**src/hw/pport_defines.svh**
```systemverilog
// Constants for the handshaked parallel port: host select codes, control word fields, status bit positions.
// Assumes an 8-bit host data bus and a two-bit port select taken synchronously with the core clock.
// How it works
// Each handshaked port has its own interrupt request output.
// Writing a byte into the port A output latch drives the buffer-full line low at once; here the pin goes low two clock cycles after the write.
// The peripheral pulses acknowledge once it has taken the byte on the port A lines.
// On acknowledge the buffer-full indication clears and then the port interrupt request rises.
// A level-sensitive peripheral may use the buffer-full line itself as its data strobe.
// For a pulsed strobe the host writes the byte and then pulses port C bit 0 with bit set and reset commands.
// The host sends the next byte only after the acknowledge for the previous one.
// The port A interrupt request is wired to the host processor interrupt input.
// After reset the host writes the mode control word before any transfer.
// On an interrupt the host polls the status to find the requesting port.
// In mode 2 port A is a two-way bus: acknowledge reads the output byte, the input strobe writes a byte in.
// The host moves the next byte only in answer to the completion interrupt.
// A read of port C returns a status word showing which port is interrupting or ready.
// Two low address bits select port A, port B, port C or the control word register.
// Writing the next data byte withdraws the port interrupt request.
`ifndef PPORT_DEFINES_SVH
`define PPORT_DEFINES_SVH
// Port select codes
`define SEL_PORT_A   2'h0
`define SEL_PORT_B   2'h1
`define SEL_PORT_C   2'h2
`define SEL_CTRL     2'h3
// Control word fields
`define CW_MODE_FLAG 7
`define CW_A_MODE_HI 6
`define CW_A_MODE_LO 5
`define CW_A_IN      4
`define CW_B_MODE    2
`define CW_B_IN      1
`define BSR_BIT_HI   3
`define BSR_BIT_LO   1
`define BSR_VALUE    0
// Interrupt enable bits held in port C bit positions
`define INTE_A_OUT   6
`define INTE_A_IN    4
`define INTE_B       2
// Status word bit positions in port C
`define ST_OBF_A_N   7
`define ST_IBF_A     5
`define ST_IRQ_A     3
`define ST_IRQ_B     0
`define ST_OBF_B_N   1
// Reset values
`define RST_CTRL     8'h9B
`define RST_BYTE     8'h00
`endif

```
**src/hw/pport_pkg.sv**
```systemverilog
// Types for the handshaked parallel port.
// Assumes the defines header is included by files that need numbers.
package pport_pkg;
    typedef enum logic [1:0] {
        MODE_BASIC = 2'b01,
        MODE_STROBED = 2'b10
    } a_mode_t;
    typedef struct packed {
        logic       rd;
        logic       wr;
        logic [1:0] sel;
        logic [7:0] wdata;
    } host_req_t;
    typedef struct packed {
        logic       strobe;
        logic [7:0] data;
    } side_in_t;
endpackage

```
**src/hw/pport_top.sv**
```systemverilog
// Handshaked parallel port: host bus, port A strobed/bidirectional, port B strobed output, port C status.
// Assumes host strobes are one-cycle pulses synchronous to CORE_CLK and peripheral lines are synchronous too.
`include "pport_defines.svh"
module pport_top
    import pport_pkg::*;
(
    // Clock and reset
    input  wire logic       CORE_CLK,
    input  wire logic       ARST_N,
    // Host bus
    input  wire logic       HOST_RD,
    input  wire logic       HOST_WR,
    input  wire logic [1:0] HOST_SEL,
    input  wire logic [7:0] HOST_WDATA,
    output logic [7:0]      HOST_RDATA,
    // Port A lines and handshake
    input  wire logic [7:0] PORT_A_LINES_I,
    output logic [7:0]      PORT_A_LINES_O,
    output logic            PORT_A_LINES_OE,
    input  wire logic       A_ACK_N,
    input  wire logic       IN_LATCH_STROBE_N,
    output logic            OUT_LATCH_FULL_N,
    output logic            IN_LATCH_FULL,
    output logic            PORT_A_IRQ,
    // Port B lines and handshake
    output logic [7:0]      PORT_B_LINES,
    input  wire logic       B_ACK_N,
    output logic            B_OUT_FULL_N,
    output logic            PORT_B_IRQ,
    // Port C spare output bit 0 for pulsed strobe
    output logic            PORT_C0
);
    host_req_t req;
    logic [7:0] ctrl_ff, rdata_ff, in_latch_ff;
    logic [7:0] inte_ff;
    logic       ibf_ff, stb_q_ff, c0_ff, oe_ff;
    logic [7:0] a_dout, b_dout;
    logic       a_full_n, a_irq_o, b_full_n, b_irq;
    a_mode_t    a_mode;

    assign req = '{rd: HOST_RD, wr: HOST_WR, sel: HOST_SEL, wdata: HOST_WDATA};

    // Address decode of the two select bits
    wire wr_a    = req.wr && req.sel == `SEL_PORT_A;
    wire wr_b    = req.wr && req.sel == `SEL_PORT_B;
    wire wr_ctrl = req.wr && req.sel == `SEL_CTRL;
    wire wr_mode = wr_ctrl && req.wdata[`CW_MODE_FLAG];
    wire wr_bsr  = wr_ctrl && !req.wdata[`CW_MODE_FLAG];
    wire rd_a    = req.rd && req.sel == `SEL_PORT_A;
    wire [2:0] bsr_bit = req.wdata[`BSR_BIT_HI:`BSR_BIT_LO];
    wire bsr_val = req.wdata[`BSR_VALUE];

    // Mode selection from the control word
    wire a_bidir  = ctrl_ff[`CW_A_MODE_HI];
    wire a_strobe = ctrl_ff[`CW_A_MODE_LO] | a_bidir;
    assign a_mode = a_strobe ? MODE_STROBED : MODE_BASIC;
    wire b_strobe = ctrl_ff[`CW_B_MODE];
    wire stb_edge = stb_q_ff & ~IN_LATCH_STROBE_N;
    wire a_in_irq = ibf_ff & inte_ff[`INTE_A_IN] & a_bidir;

    // Port A output channel
    pport_chan u_chan_a (
        .clk    (CORE_CLK),
        .arst_n (ARST_N),
        .load   (wr_a),
        .din    (req.wdata),
        .inte   (inte_ff[`INTE_A_OUT] && a_mode == MODE_STROBED),
        .clear  (wr_mode),
        .ack_n  (A_ACK_N),
        .dout   (a_dout),
        .full_n (a_full_n),
        .irq    (a_irq_o)
    );

    // Port B output channel, its own request line
    pport_chan u_chan_b (
        .clk    (CORE_CLK),
        .arst_n (ARST_N),
        .load   (wr_b),
        .din    (req.wdata),
        .inte   (inte_ff[`INTE_B] && b_strobe),
        .clear  (wr_mode),
        .ack_n  (B_ACK_N),
        .dout   (b_dout),
        .full_n (b_full_n),
        .irq    (b_irq)
    );

    // Status word assembled for port C reads
    wire [7:0] status_w = {a_full_n, inte_ff[`INTE_A_OUT], ibf_ff, inte_ff[`INTE_A_IN],
                           a_irq_o | a_in_irq, inte_ff[`INTE_B], b_full_n, b_irq};

    // Read data select
    wire [7:0] rd_mux = (req.sel == `SEL_PORT_A) ? (a_bidir ? in_latch_ff : PORT_A_LINES_I) :
                        (req.sel == `SEL_PORT_B) ? b_dout :
                        (req.sel == `SEL_PORT_C) ? status_w : ctrl_ff;

    // Control word and bit set/reset
    always_ff @(posedge CORE_CLK or negedge ARST_N)
    begin
        if (!ARST_N)
        begin
            ctrl_ff <= `RST_CTRL;
            inte_ff <= `RST_BYTE;
            c0_ff   <= 1'b0;
        end
        else if (wr_mode)
        begin
            ctrl_ff <= req.wdata;
            inte_ff <= `RST_BYTE;
            c0_ff   <= 1'b0;
        end
        else if (wr_bsr)
        begin
            inte_ff[bsr_bit] <= bsr_val;
            if (bsr_bit == 3'h0)
                c0_ff <= bsr_val;
        end
    end

    // Input latch for mode 2; the strobe edge wins over a same-cycle read
    always_ff @(posedge CORE_CLK or negedge ARST_N)
    begin
        if (!ARST_N)
        begin
            in_latch_ff <= `RST_BYTE;
            ibf_ff      <= 1'b0;
            stb_q_ff    <= 1'b1;
        end
        else
        begin
            stb_q_ff <= IN_LATCH_STROBE_N;
            if (stb_edge && a_bidir)
            begin
                in_latch_ff <= PORT_A_LINES_I;
                ibf_ff      <= 1'b1;
            end
            else if (rd_a || wr_mode)
                ibf_ff <= 1'b0;
        end
    end

    // Registered outputs
    always_ff @(posedge CORE_CLK or negedge ARST_N)
    begin
        if (!ARST_N)
        begin
            rdata_ff         <= `RST_BYTE;
            oe_ff            <= 1'b0;
            OUT_LATCH_FULL_N <= 1'b1;
            IN_LATCH_FULL    <= 1'b0;
            PORT_A_IRQ       <= 1'b0;
            PORT_A_LINES_O   <= `RST_BYTE;
            PORT_B_LINES     <= `RST_BYTE;
            B_OUT_FULL_N     <= 1'b1;
            PORT_B_IRQ       <= 1'b0;
            PORT_C0          <= 1'b0;
        end
        else
        begin
            rdata_ff         <= rd_mux;
            oe_ff            <= a_bidir ? ~A_ACK_N : ~ctrl_ff[`CW_A_IN];
            OUT_LATCH_FULL_N <= a_full_n;
            IN_LATCH_FULL    <= ibf_ff;
            PORT_A_IRQ       <= a_irq_o | a_in_irq;
            PORT_A_LINES_O   <= a_dout;
            PORT_B_LINES     <= b_dout;
            B_OUT_FULL_N     <= b_full_n;
            PORT_B_IRQ       <= b_irq;
            PORT_C0          <= c0_ff;
        end
    end

    assign HOST_RDATA      = rdata_ff;
    assign PORT_A_LINES_OE = oe_ff;
endmodule // pport_top

```
**src/hw/pport_chan.sv**
```systemverilog
// One handshake channel: an output latch with buffer-full flag and acknowledge-driven interrupt.
// Assumes acknowledge is active low and synchronous to the core clock.
`include "pport_defines.svh"
module pport_chan
    import pport_pkg::*;
(
    // Clock and reset
    input  wire logic       clk,
    input  wire logic       arst_n,
    // Host side
    input  wire logic       load,
    input  wire logic [7:0] din,
    input  wire logic       inte,
    input  wire logic       clear,
    // Peripheral side
    input  wire logic       ack_n,
    // State
    output logic [7:0]      dout,
    output logic            full_n,
    output logic            irq
);
    logic ack_q_ff;
    logic done_ff;
    wire  ack_edge = ack_q_ff & ~ack_n;

    // Latch, buffer flag and completion flag
    always_ff @(posedge clk or negedge arst_n)
    begin
        if (!arst_n)
        begin
            dout     <= `RST_BYTE;
            full_n   <= 1'b1;
            done_ff  <= 1'b0;
            ack_q_ff <= 1'b1;
        end
        else
        begin
            ack_q_ff <= ack_n;
            if (load)
            begin
                dout    <= din;
                full_n  <= 1'b0;
                done_ff <= 1'b0;
            end
            else if (clear)
            begin
                full_n  <= 1'b1;
                done_ff <= 1'b0;
            end
            else if (ack_edge && !full_n)
            begin
                full_n  <= 1'b1;
                done_ff <= 1'b1;
            end
        end
    end

    // Request follows completion one cycle after the flag clears
    always_ff @(posedge clk or negedge arst_n)
    begin
        if (!arst_n)
            irq <= 1'b0;
        else
            irq <= done_ff & inte & full_n & ~load;
    end
endmodule // pport_chan

```
**config.mk**
```make
export PLATFORM = sky130hd
export DESIGN_NAME = pport_top
export DESIGN_NICKNAME = d
export VERILOG_FILES = /design/src/hw/pport_pkg.sv /design/src/hw/pport_top.sv /design/src/hw/pport_chan.sv
export VERILOG_INCLUDE_DIRS = /design/src /design/src/hw
export SDC_FILE = /design/constraint.sdc
export NUM_CORES = 1
export LEC_CHECK = 0
export BUFFER_PORTS_ARGS = -buffer_cell sky130_fd_sc_hd__buf_2
export CAP_MARGIN = 10
export CELL_PAD_IN_SITES_DETAIL_PLACEMENT = 0
export CELL_PAD_IN_SITES_GLOBAL_PLACEMENT = 1
export CORE_AREA = 2 2 81 99
export DETAILED_ROUTE_END_ITERATION = 12
export DIE_AREA = 0 0 83 101
export PLACE_DENSITY_LB_ADDON = 0.1
export SLEW_MARGIN = 5
export SYNTH_ARGS = -nofsm -noshare
export SYNTH_HDL_FRONTEND = slang
export SYNTH_SLANG_ARGS = --single-unit
```
**constraint.sdc**
```tcl
create_clock -name CORE_CLK -period 1.7 [get_ports CORE_CLK]
set_input_delay 0.17 -clock CORE_CLK [delete_from_list [all_inputs] [get_ports CORE_CLK]]
set_output_delay 0.17 -clock CORE_CLK [all_outputs]
set_load 0.005 [all_outputs]
```
==> run summary <==
status -> finished, final reports clean
first-pass GRT wire length -> 9740 µm
unique cell type count in the Yosys netlist -> 29
Worst Path Required -> 1.92 ns
CTS sink count -> 77
Final Hold Vio Count -> 0
syn nets -> 219
Nets -> 289
Simple-Gate Fraction of Synth Area -> 7.78%
Clock Tree Buf Depth -> 2
Remaining Overflow, GRT -> 0
commonest cells after routing, fill and taps aside -> 65 x dfrtp_1, 54 x buf_2, 27 x mux2_2, 27 x nand2_1, 12 x dfstp_2
Total GRT Usage -> 15.3%
synthesized area -> 2900 µm²
H-tree levels -> 3
TritonRoute pass-1 iters -> 4
number of diodes -> 0
CTS Buf Count -> 9
Switching Fraction -> 25.6%
routed vias -> 1,709
Area growth syn-to-layout -> 22.0%
clock slew at reported path FFs -> 0.08 ns
Ys Warns -> 0
multiplexer area fraction after synthesis -> 19.7%
M1 wire length -> 2810 µm
die width -> 83 µm
clock power share -> 28.8%
ys flop type -> dfrtp_1
worst skew pair latency -> 0.34 ns
leak pwr -> 1.68 nW
TritonCTS clock tree -> yes
Post-Synth XOR/XNOR Area -> 0%
Detail Placement HPWL -> 4100 µm
NetSw -> 1.08 mW
initial antenna violation count -> 0
crit start category -> flip-flop
ratio of cells with drive above 1 in the final layout -> 49.1%
drt total wl -> 5760 µm
HP Class -> in2reg
R2R setup slack -> 0.08 ns
Synth Area in Compound Gates -> 2.85%
PostCTS Resize Cnt -> 0
IO buf count -> 55
PwrDens -> 1190 nW/µm²
RSZ-0062 raised after global routing -> false
CTS Root Cell -> clkbuf_8
VDD IR max -> 477 µV
WL met2 -> 2570 µm
Post-synth EDFFs -> 0
DR top layer -> met4
routability congestion estimate -> 0.732
Seq/Total Area, Yosys -> 67.0%
CP Capture Type -> flip-flop
Final Cycle Share -> 95.6%
Slew Limit Fails -> 0
average cell area after synthesis -> 14.9 µm²
CP arrival -> 1.84 ns
fillers -> 712
I/O Pins -> 56
Seq pwr share -> 56.1%
DRC violations left -> 0
critical path peak fanout -> 9
Finish-stage setup viols -> 0
remaining antenna violation count -> 0
Rows -> 35
commonest non-fill, non-tap cell in the layout -> dfrtp_1
die area -> 8380 µm²
Max Cap Viol -> 0
Post-synth ARST share -> 100%
pre-CTS setup slack -> 0.0639 ns
core area -> 7490 µm²
max_slew headroom -> 66.6%
Final Worst Setup Slack -> 0.0751 ns
largest family of logic cells by synthesized area -> multiplexers
final setup TNS -> 0 ns
Peak Freq -> 615 MHz
Final Critical Period -> 1.62 ns
Final Skew -> 0.00843 ns
Post-Synth Adder-Cell Area -> 0%
crit path kind -> reg2reg
DRT iter0 DRCs -> 66
internal power -> 3.13 mW
Starting Density -> 38.7%
Comb power frac -> 15.2%
register bit total from synthesis -> 77
Wirelength per Cell -> 15.9 µm
metal3 WL -> 247 µm
largest net degree at the start of global routing -> 35
Die Height -> 101 µm
Syn Inst Count -> 194
vias in the first global route -> 1,794
worst slew pin tran -> 0.501 ns
Avg Vias per Cell -> 4.73
-- power groups by stage --
stage | Sequential (mW) | Combinational [mW] | Clock, mW
3_5_place_dp | 2.40 | 0.641 | 0
4_1_cts | 2.36 | 0.653 | 1.27
6_report | 2.36 | 0.638 | 1.21
5_1_grt | 2.40 | 0.712 | 1.35
3_3_place_gp | 2.39 | 0.633 | 0
2_1_floorplan | 2.35 | 0.370 | 0
-- sequential cells by signal, indices dropped and copies added (netlist names), 3 cells and up --
name,count
inte_ff,3
u_chan_b.dout,8
PORT_B_LINES,8
ctrl_ff,8
u_chan_a.dout,8
HOST_RDATA,8
PORT_A_LINES_O,8
in_latch_ff,8
-- stage by stage --
stage | cell area [µm²] | instances | hold WS (ns) | power (mW) | util (%)
after floorplan | 2900 | 194 | -0.126 | 2.72 | -
after global placement | 3320 | 341 | 0.152 | 3.03 | 44.3
after detailed placement | 3320 | 341 | 0.149 | 3.04 | 44.3
after CTS | 3530 | 361 | 0.0138 | 4.28 | 47.2
after global routing | 3530 | 361 | 0.0270 | 4.46 | 47.2
final | 3530 | 361 | 0.0324 | 4.20 | 47.2
-- layer usage --
layer  vias to the layer above  global-route usage [%]
met5                         -                       0
met3                         9                    2.78
met4                         0                    8.70
met2                        43                    22.1
li1                        815                       -
met1                       842                    21.8
-- worst max-delay path, stage by stage, from the launching register on --
cell	delay [ns]
dfrtp_1	0.66
mux2_2	0.39
mux4_2	0.45
-- cell families (layout without fill, tap and decap cells) --
kind of cell,after synthesis,after routing
flops,77,77
mux,43,43
buf+inv,15,90
compound gates,13,13
simple gates,46,46
-- timing repair --
| action | in CTS | in global routing |
|---|---|---|
| buffers inserted | 0 | 0 |
| hold buffers | 4 | 0 |
| hold endpoints to repair | 28 | 0 |
| endpoints found under the setup margin | 0 | 0 |
-- Yosys cell counts, types with 2 or more instances --
library cell	number	share of area (%)
mux2_4	4	2.1
mux2_2	27	10
buf_2	6	1.0
inv_1	6	0.78
nand2_1	27	3.5
mux4_2	7	5.4
nand4_1	2	0.43
nor3_1	2	0.35
dfstp_2	12	11
mux2i_1	5	1.7
a21oi_1	6	1.0
a31oi_1	2	0.43
nor3b_1	3	0.78
nand3b_1	3	0.78
nor2_1	4	0.52
dfrtp_1	65	56
-- worst paths after layout --
path	start	to	depth (start not counted)
worst max-delay path	ctrl_ff[6]	HOST_RDATA[1]	2
worst min-delay path	HOST_WDATA[4]	ctrl_ff[4]	3
worst max register to register	ctrl_ff[6]	HOST_RDATA[1]	2
worst min register to register	u_chan_a.dout[3]	PORT_A_LINES_O[3]	0
max in group asynchronous	ARST_N	u_chan_a.ack_q_ff	3
min in group asynchronous	ARST_N	HOST_RDATA[0]	2
-- area by class of cell --
class                   count  area, µm²  area share [%]
repair buffers             68        398            11.3
multi-input cells         102        880            24.9
clock buffers              10        138            3.90
inverters                   6       22.5           0.637
well taps                  92        115            3.26
clock inverters             6       38.8            1.10
flip-flops and latches     77       1940            55.0
No activity file was read; power rests on OpenSTA's default activity.
